==> src/rtl/enc_in_pkg.sv <==
// Purpose: constants for the incremental position input decoder
// Assumes: classic Wishbone slave, 32-bit data, byte addresses
// Notes: the block counts four per line in quadrature, pulse/direction and up/down modes; the spare mode counts nothing
// Overview of operation
// RULE_01: count every edge of both tracks, four counts per encoder line; the code counts neither edge when both tracks change in one cycle.
// RULE_02: with index, counts between index pulses should equal counts per revolution.
// RULE_03: quadrature mode decodes two tracks 90 degrees apart plus optional index.
// RULE_04: pulse/direction mode: one input steps, the other selects direction.
// RULE_05: up/down mode: each input counts one way; sender idles the other.
// RULE_06: ignore-counter option freezes the count as if encoder stood still.
// RULE_07: ignore-index option stops the index from realigning the count.
// RULE_08: evaluated index realigns count to revolution boundary, possibly jumping.
// RULE_09: fault input uses index pin, only without index track; raises error.
// RULE_10: fault input polarity selectable, low-active or high-active.
// RULE_11: fault detection has its own enable control.
// RULE_12: quadrature counts up when track A leads, down when track B leads.
package enc_in_pkg;
    // register byte offsets
    localparam logic [7:0] CTRL_OFFS = 8'h00;
    localparam logic [7:0] LINES_OFFS = 8'h04;
    localparam logic [7:0] POS_OFFS = 8'h08;
    localparam logic [7:0] STAT_OFFS = 8'h0C;
    localparam logic [7:0] MASK_OFFS = 8'h10;
    localparam logic [7:0] EVT_OFFS = 8'h14;
    localparam logic [7:0] ERRC_OFFS = 8'h18;
    // control field positions
    localparam int CTRL_MODE_LSB = 0;
    localparam int CTRL_IGN_CNT = 2;
    localparam int CTRL_IGN_IDX = 3;
    localparam int CTRL_IDX_EN = 4;
    localparam int CTRL_FLT_EN = 5;
    localparam int CTRL_FLT_HIGH = 6;
    localparam int CTRL_CLR_POS = 7;
    // event bits
    localparam int EV_INDEX = 0;
    localparam int EV_JUMP = 1;
    localparam int EV_FAULT = 2;
    localparam int EV_WIDTH = 3;
    // reset values
    localparam logic [7:0] CTRL_RST = 8'h00;
    localparam logic [31:0] LINES_RST = 32'h0000_0400;
    localparam logic [2:0] MASK_RST = 3'h0;
    // encoder fault code 08-7, packed as group and number
    localparam logic [15:0] FAULT_CODE = 16'h0807;
    // edge quadrupling factor
    localparam int EDGES_PER_LINE = 4;
    typedef enum logic [1:0] {
        MODE_QUAD,
        MODE_PULSE_DIR,
        MODE_UP_DOWN,
        MODE_SPARE
    } dec_mode_t;
endpackage : enc_in_pkg

==> src/rtl/pin_sync.sv <==
// Purpose: three-stage synchroniser with agreement filter for pins
// Assumes: one clock, asynchronous active-low reset
// Notes: a change is taken once stages two and three agree
`timescale 1ns/1ns
module pin_sync #(
    parameter int WIDTH = 4
) (
    input wire logic clk_sys, // system clock
    input wire logic rst_n, // async reset, active low
    input wire logic [WIDTH-1:0] pin_in, // raw pins
    output logic [WIDTH-1:0] pin_out // filtered level
);
    logic [WIDTH-1:0] s1_reg;
    logic [WIDTH-1:0] s2_reg;
    logic [WIDTH-1:0] s3_reg;

    // stage one only feeds stage two, to keep metastability contained
    always_ff @(posedge clk_sys or negedge rst_n) begin
        if (!rst_n) begin
            s1_reg <= '0;
            s2_reg <= '0;
            s3_reg <= '0;
        end else begin
            s1_reg <= pin_in;
            s2_reg <= s1_reg;
            s3_reg <= s2_reg;
        end
    end

    // output follows only when the two settled stages agree
    genvar i;
    generate
        for (i = 0; i < WIDTH; i++) begin : g_bit
            always_ff @(posedge clk_sys or negedge rst_n) begin
                if (!rst_n) begin
                    pin_out[i] <= 1'b0;
                end else if (s2_reg[i] == s3_reg[i]) begin
                    pin_out[i] <= s3_reg[i];
                end
            end
        end
    endgenerate
endmodule : pin_sync

==> src/rtl/enc_in.sv <==
// Purpose: incremental encoder / master frequency position input
// Assumes: tracks and index arrive asynchronously on pins
// Notes: position is a signed 32-bit count, four per line
`timescale 1ns/1ns
module enc_in
    import enc_in_pkg::*;
#(
    parameter int POS_W = 32
) (
    input wire logic clk_sys, // 20 MHz system clock
    input wire logic rst_n, // async reset, active low
    input wire logic [7:0] wb_adr_i, // byte address
    input wire logic [31:0] wb_dat_i, // write data
    output logic [31:0] wb_dat_o, // read data
    input wire logic wb_we_i, // write enable
    input wire logic [3:0] wb_sel_i, // byte lanes
    input wire logic wb_cyc_i, // bus cycle
    input wire logic wb_stb_i, // strobe
    output logic wb_ack_o, // acknowledge
    input wire logic track_a, // track A / pulse / up input
    input wire logic track_b, // track B / direction / down input
    input wire logic index_pin, // index or fault input
    output logic irq, // level interrupt
    output logic enc_fault // fault present, drives error 08-7
);
    logic [2:0] pins;
    logic a_s, b_s, n_s;
    logic a_d, b_d, n_d;
    logic [7:0] ctrl_reg;
    logic [31:0] lines_reg;
    logic [POS_W-1:0] pos_reg;
    logic [POS_W-1:0] rev_reg;
    logic [POS_W-1:0] rev_cnt_reg;
    logic [EV_WIDTH-1:0] stat_reg;
    logic [EV_WIDTH-1:0] mask_reg;
    logic [31:0] idx_gap_reg;
    logic wb_hit;
    logic wb_wr;
    logic [POS_W-1:0] half_rev;
    logic wr_ctrl, wr_lines, wr_stat, wr_mask;
    logic step_up, step_dn;
    logic idx_rise, idx_eval;
    logic flt_level, flt_prev_reg, flt_rise;
    logic [POS_W-1:0] pos_next;
    logic [POS_W-1:0] rem_next;
    logic idx_jump;
    logic [EV_WIDTH-1:0] ev_set;
    dec_mode_t mode;

    pin_sync #(.WIDTH(3)) u_sync (
        .clk_sys(clk_sys),
        .rst_n(rst_n),
        .pin_in({index_pin, track_b, track_a}),
        .pin_out(pins)
    );
    assign a_s = pins[0];
    assign b_s = pins[1];
    assign n_s = pins[2];

    // delayed copies for edge detection
    always_ff @(posedge clk_sys or negedge rst_n) begin
        if (!rst_n) begin
            a_d <= 1'b0;
            b_d <= 1'b0;
            n_d <= 1'b0;
        end else begin
            a_d <= a_s;
            b_d <= b_s;
            n_d <= n_s;
        end
    end

    assign mode = dec_mode_t'(ctrl_reg[CTRL_MODE_LSB +: 2]);

    // step decode; in quadrature each edge of either track counts once, unless both tracks change in one cycle
    always_comb begin
        step_up = 1'b0;
        step_dn = 1'b0;
        case (mode)
            MODE_QUAD: begin
                // a change on one track, relative to the other's level,
                // gives direction; A leading B counts up [RULE_03] [RULE_12]
                if ((a_s != a_d) && (b_s == b_d)) begin // [RULE_01]
                    step_up = (a_s != b_s);
                    step_dn = (a_s == b_s);
                end else if ((b_s != b_d) && (a_s == a_d)) begin // [RULE_01]
                    step_up = (a_s == b_s);
                    step_dn = (a_s != b_s);
                end
            end
            MODE_PULSE_DIR: begin
                // each pulse edge is one quarter line step [RULE_04]
                if (a_s != a_d) begin
                    step_up = !b_s;
                    step_dn = b_s;
                end
            end
            MODE_UP_DOWN: begin
                // the sender keeps the other line idle; if both move in
                // one cycle they cancel [RULE_05]
                step_up = (a_s != a_d) && (b_s == b_d);
                step_dn = (b_s != b_d) && (a_s == a_d);
            end
            default: begin
                step_up = 1'b0;
                step_dn = 1'b0;
            end
        endcase
        // frozen counter sees a standstill [RULE_06]
        if (ctrl_reg[CTRL_IGN_CNT]) begin
            step_up = 1'b0;
            step_dn = 1'b0;
        end
    end

    // counts per revolution are four times the line count [RULE_01]
    assign rev_reg = POS_W'(lines_reg) * POS_W'(EDGES_PER_LINE);
    // half a revolution decides which boundary is the nearest
    assign half_rev = rev_reg >> 1;

    // index only counts in quadrature with a track configured [RULE_03]
    assign idx_rise = n_s && !n_d;
    assign idx_eval = idx_rise && (mode == MODE_QUAD)
        && ctrl_reg[CTRL_IDX_EN] && !ctrl_reg[CTRL_IGN_IDX]; // [RULE_07]

    // next position and position within the revolution
    always_comb begin
        pos_next = pos_reg;
        rem_next = rev_cnt_reg;
        idx_jump = 1'b0;
        if (step_up) begin
            pos_next = pos_reg + POS_W'(1);
            rem_next = rev_cnt_reg + POS_W'(1);
        end else if (step_dn) begin
            pos_next = pos_reg - POS_W'(1);
            rem_next = rev_cnt_reg - POS_W'(1);
        end
        if (idx_eval) begin
            // snap to the nearest revolution boundary; any offset but a
            // whole turn shows missed increments [RULE_02] [RULE_08]
            if (rem_next != '0 && rem_next != rev_reg
                && rem_next != -rev_reg) begin
                idx_jump = 1'b1;
            end
            // a step in the index cycle is kept, as the snap uses rem_next
            if ($signed(rem_next) > $signed(half_rev)) begin
                pos_next = pos_next - rem_next + rev_reg;
            end else if ($signed(rem_next) < -$signed(half_rev)) begin
                pos_next = pos_next - rem_next - rev_reg;
            end else begin
                pos_next = pos_next - rem_next;
            end
            rem_next = '0;
        end
    end

    // position counter; software may zero it through the control word
    always_ff @(posedge clk_sys or negedge rst_n) begin
        if (!rst_n) begin
            pos_reg <= '0;
            rev_cnt_reg <= '0;
        end else if (wr_ctrl && wb_sel_i[0] && wb_dat_i[CTRL_CLR_POS]) begin
            pos_reg <= '0;
            rev_cnt_reg <= '0;
        end else begin
            pos_reg <= pos_next;
            rev_cnt_reg <= rem_next;
        end
    end

    // counts seen between the last two index pulses, for diagnosis
    always_ff @(posedge clk_sys or negedge rst_n) begin
        if (!rst_n) begin
            idx_gap_reg <= '0;
        end else if (idx_eval) begin
            idx_gap_reg <= 32'(rev_cnt_reg); // [RULE_02]
        end
    end

    // fault input shares the index pin and is ignored while an index
    // track is configured [RULE_09] [RULE_11]
    assign flt_level = ctrl_reg[CTRL_FLT_EN] && !ctrl_reg[CTRL_IDX_EN]
        && (ctrl_reg[CTRL_FLT_HIGH] ? n_s : !n_s); // [RULE_10]
    assign flt_rise = flt_level && !flt_prev_reg;

    always_ff @(posedge clk_sys or negedge rst_n) begin
        if (!rst_n) begin
            flt_prev_reg <= 1'b0;
            enc_fault <= 1'b0;
        end else begin
            flt_prev_reg <= flt_level;
            enc_fault <= flt_level; // [RULE_09]
        end
    end

    // bus decode; single-cycle ack, dropped the cycle after
    assign wb_hit = wb_cyc_i && wb_stb_i && !wb_ack_o;
    // writes land at the edge where the master sees ack, while it still
    // holds address and data
    assign wb_wr = wb_cyc_i && wb_stb_i && wb_we_i && wb_ack_o;
    assign wr_ctrl = wb_wr && (wb_adr_i == CTRL_OFFS);
    assign wr_lines = wb_wr && (wb_adr_i == LINES_OFFS);
    assign wr_stat = wb_wr && (wb_adr_i == STAT_OFFS);
    assign wr_mask = wb_wr && (wb_adr_i == MASK_OFFS);

    always_ff @(posedge clk_sys or negedge rst_n) begin
        if (!rst_n) begin
            wb_ack_o <= 1'b0;
        end else begin
            wb_ack_o <= wb_hit;
        end
    end

    // configuration registers; clear-position bit is self-clearing
    always_ff @(posedge clk_sys or negedge rst_n) begin
        if (!rst_n) begin
            ctrl_reg <= CTRL_RST;
            lines_reg <= LINES_RST;
            mask_reg <= MASK_RST;
        end else begin
            if (wr_ctrl && wb_sel_i[0]) begin
                ctrl_reg <= wb_dat_i[7:0] & 8'h7F;
            end
            if (wr_lines) begin
                for (int i = 0; i < 4; i++) begin
                    if (wb_sel_i[i]) begin
                        lines_reg[8*i +: 8] <= wb_dat_i[8*i +: 8];
                    end
                end
            end
            if (wr_mask && wb_sel_i[0]) begin
                mask_reg <= wb_dat_i[EV_WIDTH-1:0];
            end
        end
    end

    // sticky events; a new event beats a write-one clear
    assign ev_set[EV_INDEX] = idx_eval;
    assign ev_set[EV_JUMP] = idx_jump; // [RULE_08]
    assign ev_set[EV_FAULT] = flt_rise; // [RULE_09]

    always_ff @(posedge clk_sys or negedge rst_n) begin
        if (!rst_n) begin
            stat_reg <= '0;
        end else if (wr_stat && wb_sel_i[0]) begin
            stat_reg <= (stat_reg & ~wb_dat_i[EV_WIDTH-1:0]) | ev_set;
        end else begin
            stat_reg <= stat_reg | ev_set;
        end
    end

    assign irq = |(stat_reg & mask_reg);

    // read mux registered with the ack; unmapped reads return zero
    always_ff @(posedge clk_sys or negedge rst_n) begin
        if (!rst_n) begin
            wb_dat_o <= '0;
        end else if (wb_hit && !wb_we_i) begin
            case (wb_adr_i)
                CTRL_OFFS: wb_dat_o <= {24'h000000, ctrl_reg};
                LINES_OFFS: wb_dat_o <= lines_reg;
                POS_OFFS: wb_dat_o <= 32'(pos_reg);
                STAT_OFFS: wb_dat_o <= {29'h0, stat_reg};
                MASK_OFFS: wb_dat_o <= {29'h0, mask_reg};
                EVT_OFFS: wb_dat_o <= idx_gap_reg;
                ERRC_OFFS: wb_dat_o <= {15'h0, enc_fault, FAULT_CODE};
                default: wb_dat_o <= 32'h0000_0000;
            endcase
        end
    end
endmodule : enc_in

==> config.mk <==
export PLATFORM = sky130hd
export DESIGN_NAME = enc_in
export DESIGN_NICKNAME = d
export VERILOG_FILES = /design/src/rtl/enc_in_pkg.sv /design/src/rtl/pin_sync.sv /design/src/rtl/enc_in.sv
export SDC_FILE = /design/constraint.sdc
export NUM_CORES = 1
export LEC_CHECK = 0
export ABC_CLOCK_PERIOD_IN_PS = 9000
export CAP_MARGIN = 20
export CORE_MARGIN = 5
export CORE_UTILIZATION = 67
export CTS_BUF_LIST = sky130_fd_sc_hd__clkbuf_4 sky130_fd_sc_hd__clkbuf_8
export DETAILED_ROUTE_END_ITERATION = 6
export DONT_BUFFER_PORTS = 1
export PLACE_DENSITY = 0.83
export SLEW_MARGIN = 20
export SYNTH_ARGS = -nofsm -noshare
export SYNTH_HDL_FRONTEND = slang
export SYNTH_HIERARCHICAL = 1
export SYNTH_SLANG_ARGS = --single-unit
==> constraint.sdc <==
create_clock -name clk_sys -period 9 [get_ports clk_sys]
set_input_delay 0.45 -clock clk_sys [delete_from_list [all_inputs] [get_ports clk_sys]]
set_output_delay 0.45 -clock clk_sys [all_outputs]
set_load 0.01 [all_outputs]
Word level (Yosys, flattened, before mapping). Index checks and enable logic that the tools add are counted. W data, S select, Z words.

Register bits after elaboration: 190. Bits in latches: 0. Memory bits (writable): 0. ROM bits: 0. Input bits: 52. Output and inout bits: 35. Word-level logic and storage cells: 122. Memories: 0.

Add/sub/neg operators: 9. Multiply operators: 0. Divide/modulo/power cells: 0. Magnitude comparators: 2. Eq/ne operators: 19. Shift operators: 0. Multiplexer cells: 25. Bitwise logic cells: 5. Reductions and logical operators: 40.

Operator list (number): $mux W32 (10); $pmux W32 S7 (1); $add A32 B1 Y32 const B (2); $ne A32 B32 Y1 (2); $sub A32 B1 Y32 const B (2); $sub A32 B32 Y32 (2); $add A32 B32 Y32 (1); $gt A32 B32 Y1 (1); $lt A32 B32 Y1 (1); $neg A31 Y32 (1); $neg A32 Y32 (1); $reduce_bool A32 Y1 (1); $eq A8 B5 Y1 const B (3); $logic_and A1 B1 Y1 (24); $eq A8 B4 Y1 const B (2); $mux W1 (11); $eq A8 B3 Y1 const B (1); $logic_not A1 Y1 (8); $logic_not A8 Y1 (1); $reduce_and A2 Y1 (4); $and A3 B3 Y3 (2); $eq A1 B1 Y1 (6); $or A3 B3 Y3 (2); $pmux W1 S3 (2); other kinds (7) (9).

Longest topological paths before layout.
Depth in word-level cells: 15. Mapped depth: 38. Gate-level depth less buffers: 35.

Modules after synthesis. The synthesis kept the hierarchy.

Modules (own cells, without submodules): enc_in (times used 1, cells each 2197, area each 17455.5 µm², sequential area each 4455.5 µm²); pin_sync (times used 1, cells each 15, area each 334.1 µm², sequential area each 300.3 µm²).

Worst setup path after synthesis. OpenSTA, ideal clock, no wires.

Path kind: register -> register. Start point: reg u_sync.pin_out[0]. End point: reg pos_reg[30]. Data arrival time: 7324 ps. Slack: 1546 ps. Stages on the path, launching flop included: 38. Cells stage by stage: dfrtp_1 buf_2 nor2b_1 o21ai_1 a211oi_1 or2_1 buf_2 clkbuf_1 clkbuf_1 nand2_1 a21oi_1 xor2_1 ha_1 o21ai_0 nand2b_1 a21o_1 a21oi_1 o31ai_4 (+2 left out) a21o_1 a21oi_1 xnor2_1 ha_1 inv_1 a21oi_1 or3_1 or4_1 o21ai_0 a221oi_1 o41ai_1 a21oi_1 a211o_1 o21ai_0 a21oi_1 a22o_1 o22ai_1 a31oi_1.

Word-level cells in the longest chain between the ends: 14. Elaborated cells on any way between the ends: 29.

Ends and longest elaborated chain: start: declaration (RTL line pin_sync.sv:11) `output logic [WIDTH-1:0] pin_out`; start signal: indexed assignment (RTL line pin_sync.sv:38) `pin_out[i] <= s3_reg[i];`; $eq A1 B1 Y1 (RTL line enc_in.sv:86, enc_in.sv:102); $logic_and A1 B1 Y1 (RTL line enc_in.sv:86, enc_in.sv:102); $mux W1 (RTL line enc_in.sv:86) `end else if ((b_s != b_d) && (a_s == a_d)) begin`; $mux W1 (RTL line enc_in.sv:83) `if ((a_s != a_d) && (b_s == b_d)) begin`; $pmux W1 S3 (RTL line enc_in.sv:79) `case (mode)`; $mux W1 (RTL line enc_in.sv:110) `if (ctrl_reg[CTRL_IGN_CNT]) begin`; $mux W32 (RTL line enc_in.sv:134) `end else if (step_dn) begin`; $mux W32 (RTL line enc_in.sv:131) `if (step_up) begin`; $sub A32 B32 Y32 (RTL line enc_in.sv:147, enc_in.sv:149, enc_in.sv:151); $sub A32 B32 Y32 (RTL line enc_in.sv:149) `pos_next = pos_next - rem_next - rev_reg;`; $mux W32 (RTL line enc_in.sv:148) `end else if ($signed(rem_next) < -$signed(half_rev)) begin`; $mux W32 (RTL line enc_in.sv:146) `if ($signed(rem_next) > $signed(half_rev)) begin`; $mux W32 (*) (RTL line enc_in.sv:138) `if (idx_eval) begin`; $mux W32 (*) (RTL line enc_in.sv:162) `end else if (wr_ctrl && wb_sel_i[0] && wb_dat_i[CTRL_CLR_POS]) begin`; end signal: assignment (RTL line enc_in.sv:166) `pos_reg <= pos_next;`; end: declaration (RTL line enc_in.sv:31) `logic [POS_W-1:0] pos_reg;`.

Mark *: on every way between the ends. The rest lies on a longest branch, timed or not. A chain may end at the register's enable or synchronous reset.

Final worst setup path.
Start point: reg ctrl_reg[1]. End point: reg pos_reg[31].

Word-level cells in the longest chain between the ends: 11. Elaborated cells on any way between the ends: 23.

Ends and longest elaborated chain: start: declaration (RTL line enc_in.sv:29) `logic [7:0] ctrl_reg;`; start signal: assignment (RTL line enc_in.sv:222) `ctrl_reg <= wb_dat_i[7:0] & 8'h7F;`; $eq A2 B2 Y1 (tied with other cells) (RTL line enc_in.sv:79); $pmux W1 S3 (RTL line enc_in.sv:79); $mux W1 (RTL line enc_in.sv:110); $mux W32 (RTL line enc_in.sv:134); $mux W32 (RTL line enc_in.sv:131); $sub A32 B32 Y32 (RTL line enc_in.sv:147, enc_in.sv:149, enc_in.sv:151); $sub A32 B32 Y32 (RTL line enc_in.sv:149); $mux W32 (RTL line enc_in.sv:148); $mux W32 (RTL line enc_in.sv:146); $mux W32 (*) (RTL line enc_in.sv:138); $mux W32 (*) (RTL line enc_in.sv:162).

Marked as above.

==> flow_metrics.tcl <==
set metrics [dict create \
    yosysSeqAreaShare_pct 26.7 \
    clock-sinks 190 \
    final_core_util_pct 70.9 \
    cp-start-kind "register" \
    synth_fp_nets 2415 \
    yosysWarnings 6 \
    critical_path_peak_fanout 12 \
    crit_slowest_cell "a211oi_4" \
    portBuffers 0 \
    firstDrtPassIters 7 \
    n_antenna_cell 0 \
    worst_slew_pin_slew_ns 0.967 \
    crit_required_ns 9.38 \
    vias_per_cell 7.04 \
    drt_iter0_drc 3120 \
    postLayoutCellArea_um2 18500 \
    syn_area_per_cell_um2 8.04 \
    place_area_um2 18000 \
    synth_area_leaders "dfrtp_1 27%, ha_1 10%, xnor2_1 6.1%, nand2_1 5.6%, nor2_1 4.2%" \
    synth_edf_count 0 \
    min_path_type "in2async" \
    fin_cells 2503 \
    worstSetupEndpointType "register" \
    cts_buffers 17 \
    fin_hold_ws_ns -0.00383 \
    nets 2358 \
    core_area_um2 26100 \
    fp.dieH_um 173 \
    worst_path_largest_cell_delay_ns 0.58 \
    htree_levels 4 \
    cts_tree "built" \
    place_congestion 1.14 \
    rows 59 \
    start_util_pct 68.1 \
    routedWlPerCell_um 24.4 \
    synth-seq-cells 190 \
    ir_drop_uv 594 \
    async_flop_share_pct 100 \
    crit_top_cell "o21ai_0" \
    drive_gt1_share_pct 7.80 \
    hpwl_um 47600 \
    arrival_ns 8.91 \
    grt_max_degree 191 \
    grt_overflow_total 0 \
    synth_area_um2 17800 \
    slew_violations 0 \
    finClkSkew_ns 0.0292 \
    clock-root-buffer "clkbuf_8" \
    routed_wl_um 61000 \
    ys_types 96 \
    grt_pass1_wl_um 93400 \
    area_growth_pct 4.11 \
    hold_violations 1 \
    drc 0 \
    grt_use_total_pct 39.0 \
    post_cts_buffers 0 \
    synth_top_area_cell "dfrtp_1" \
    dp.cells 2467 \
    synthCells 2212 \
    layout_common_cells "264 x nand2_1, 198 x nor2_1, 189 x dfrtp_1" \
    grt_pass1_vias 16400 \
    dieArea_um2 29900 \
    critPathKind "reg2reg" \
    rsz0062_at_grt "false" \
    tns_ns 0 \
    post-route-min-period_ns 8.53 \
    cap_violations 0 \
    postRouteAntennaNets 0 \
    synthFlopType "dfrtp_1" \
    status "finished, violations left" \
    leakagePower_nw 8.03 \
    clkTransAtPathRegs_ns 0.12 \
    setup_viol 0 \
    fin_crit_sh_pct 94.8 \
    relSlewSlack_pct 35.6 \
    powerDensity_nw_per_um2 352 \
    ioPinCount 87 \
    antenna_found_initial 1 \
    clockBufferDepth 2 \
    max_freq_ghz 0.117 \
    synth_top_area_share_pct 26.6 \
    vias 17600 \
    final_common_cell "nand2_1" \
    fp.dieW_um 173 \
    violations "negative hold slack" \
    clk_latency_ns 0.48 \
]
cell type report:
class                           instances  area (um^2)
Clock buffer                           18          241
Sequential cell                       190         4760
Timing Repair Buffer                   44          358
Tap cell                              335          419
Clock inverter                         14          168
Multi-Input combinational cell       1782        12100
Inverter                              120          450
Fill cell                            2149         7610
timing repair:
| item | CTS | global route |
|---|---|---|
| resized for setup | 0 | 1 |
| endpoints found under the hold margin | 193 | 0 |
| hold buffers | 4 | 0 |
| endpoints found under the setup margin | 0 | 1 |
synth_stat cells, drive strengths merged, types with 12 or more instances:
master	instances
o211ai	13
nor2b	18
a21oi	146
xnor2	126
or2	12
nand4	48
buf	21
a211oi	23
nand3	55
nand2	265
nand2b	15
a31oi	27
o21ai	120
clkbuf	99
dfrtp	189
or3	24
nor4	26
a221oi	25
nor3	66
and2	13
a21o	46
inv	120
nor2	202
and3	26
mux2	37
a222oi	27
o21a	17
ha	148
o221ai	14
o21bai	22
xor2	68
path summary, 6_finish.rpt:
path,start,end,slack [ns],cells past startpoint
hold / removal,rst_n,ctrl_reg[1],-0.004,1
setup reg to reg,ctrl_reg[1],pos_reg[31],0.47,31
hold reg to reg,u_sync/s1_reg[0],u_sync/s2_reg[0],0.36,0
max in group asynchronous,rst_n,rev_cnt_reg[22],8.22,1
setup / recovery,ctrl_reg[1],pos_reg[31],0.47,31
min in group clk_sys,wb_stb_i,wb_ack_o,0.11,2
worst max-delay path: cells and delay by family, from the launching register on:
| family | cells | cell delay, ns |
|---|---|---|
| AOI/OAI and AO/OA | 13 | 3.47 |
| xor gates and xnor gates | 3 | 0.71 |
| adders and majority gates | 2 | 0.79 |
| buffers and inverters | 1 | 0.11 |
| DFF | 1 | 0.56 |
| muxes | 2 | 0.38 |
| and+or+nand+nor | 10 | 2.43 |
power by group:
| part | internal [mW] | switching (mW) | total, mW |
|---|---|---|---|
| Combinational | 1.72 | 3.05 | 4.77 |
| Clock | 0.216 | 0.375 | 0.591 |
| Sequential | 0.942 | 0.218 | 1.16 |
| Total | 2.88 | 3.64 | 6.52 |
kinds of logic (layout without fill, tap and decap cells):
family	count (synthesis)	in the layout	synth area share, %
flops	190	190	26.7
xor+xnor	195	195	9.99
buf+inv	240	196	5.23
mux	42	42	2.62
simple gates	807	807	21.5
compound gates	584	584	23.0
fa+ha+maj	154	154	10.9
through the flow:
stage / total power [mW] / worst slack (ns)
global route: 6.98 / 0.0516
global placement: 5.61 / 1.04
detailed placement: 5.72 / 0.730
floorplan: 4.53 / 1.55
finish: 6.52 / 0.472
CTS: 6.35 / 0.644
routing by layer:
metal  global-route usage, %  wire, um
met1                    56.7     24400
met2                    56.8     25100
met3                    9.28      8890
met4                    14.5      2620
met5                       0         8
Note: power is estimated with default switching activity, not from simulation.
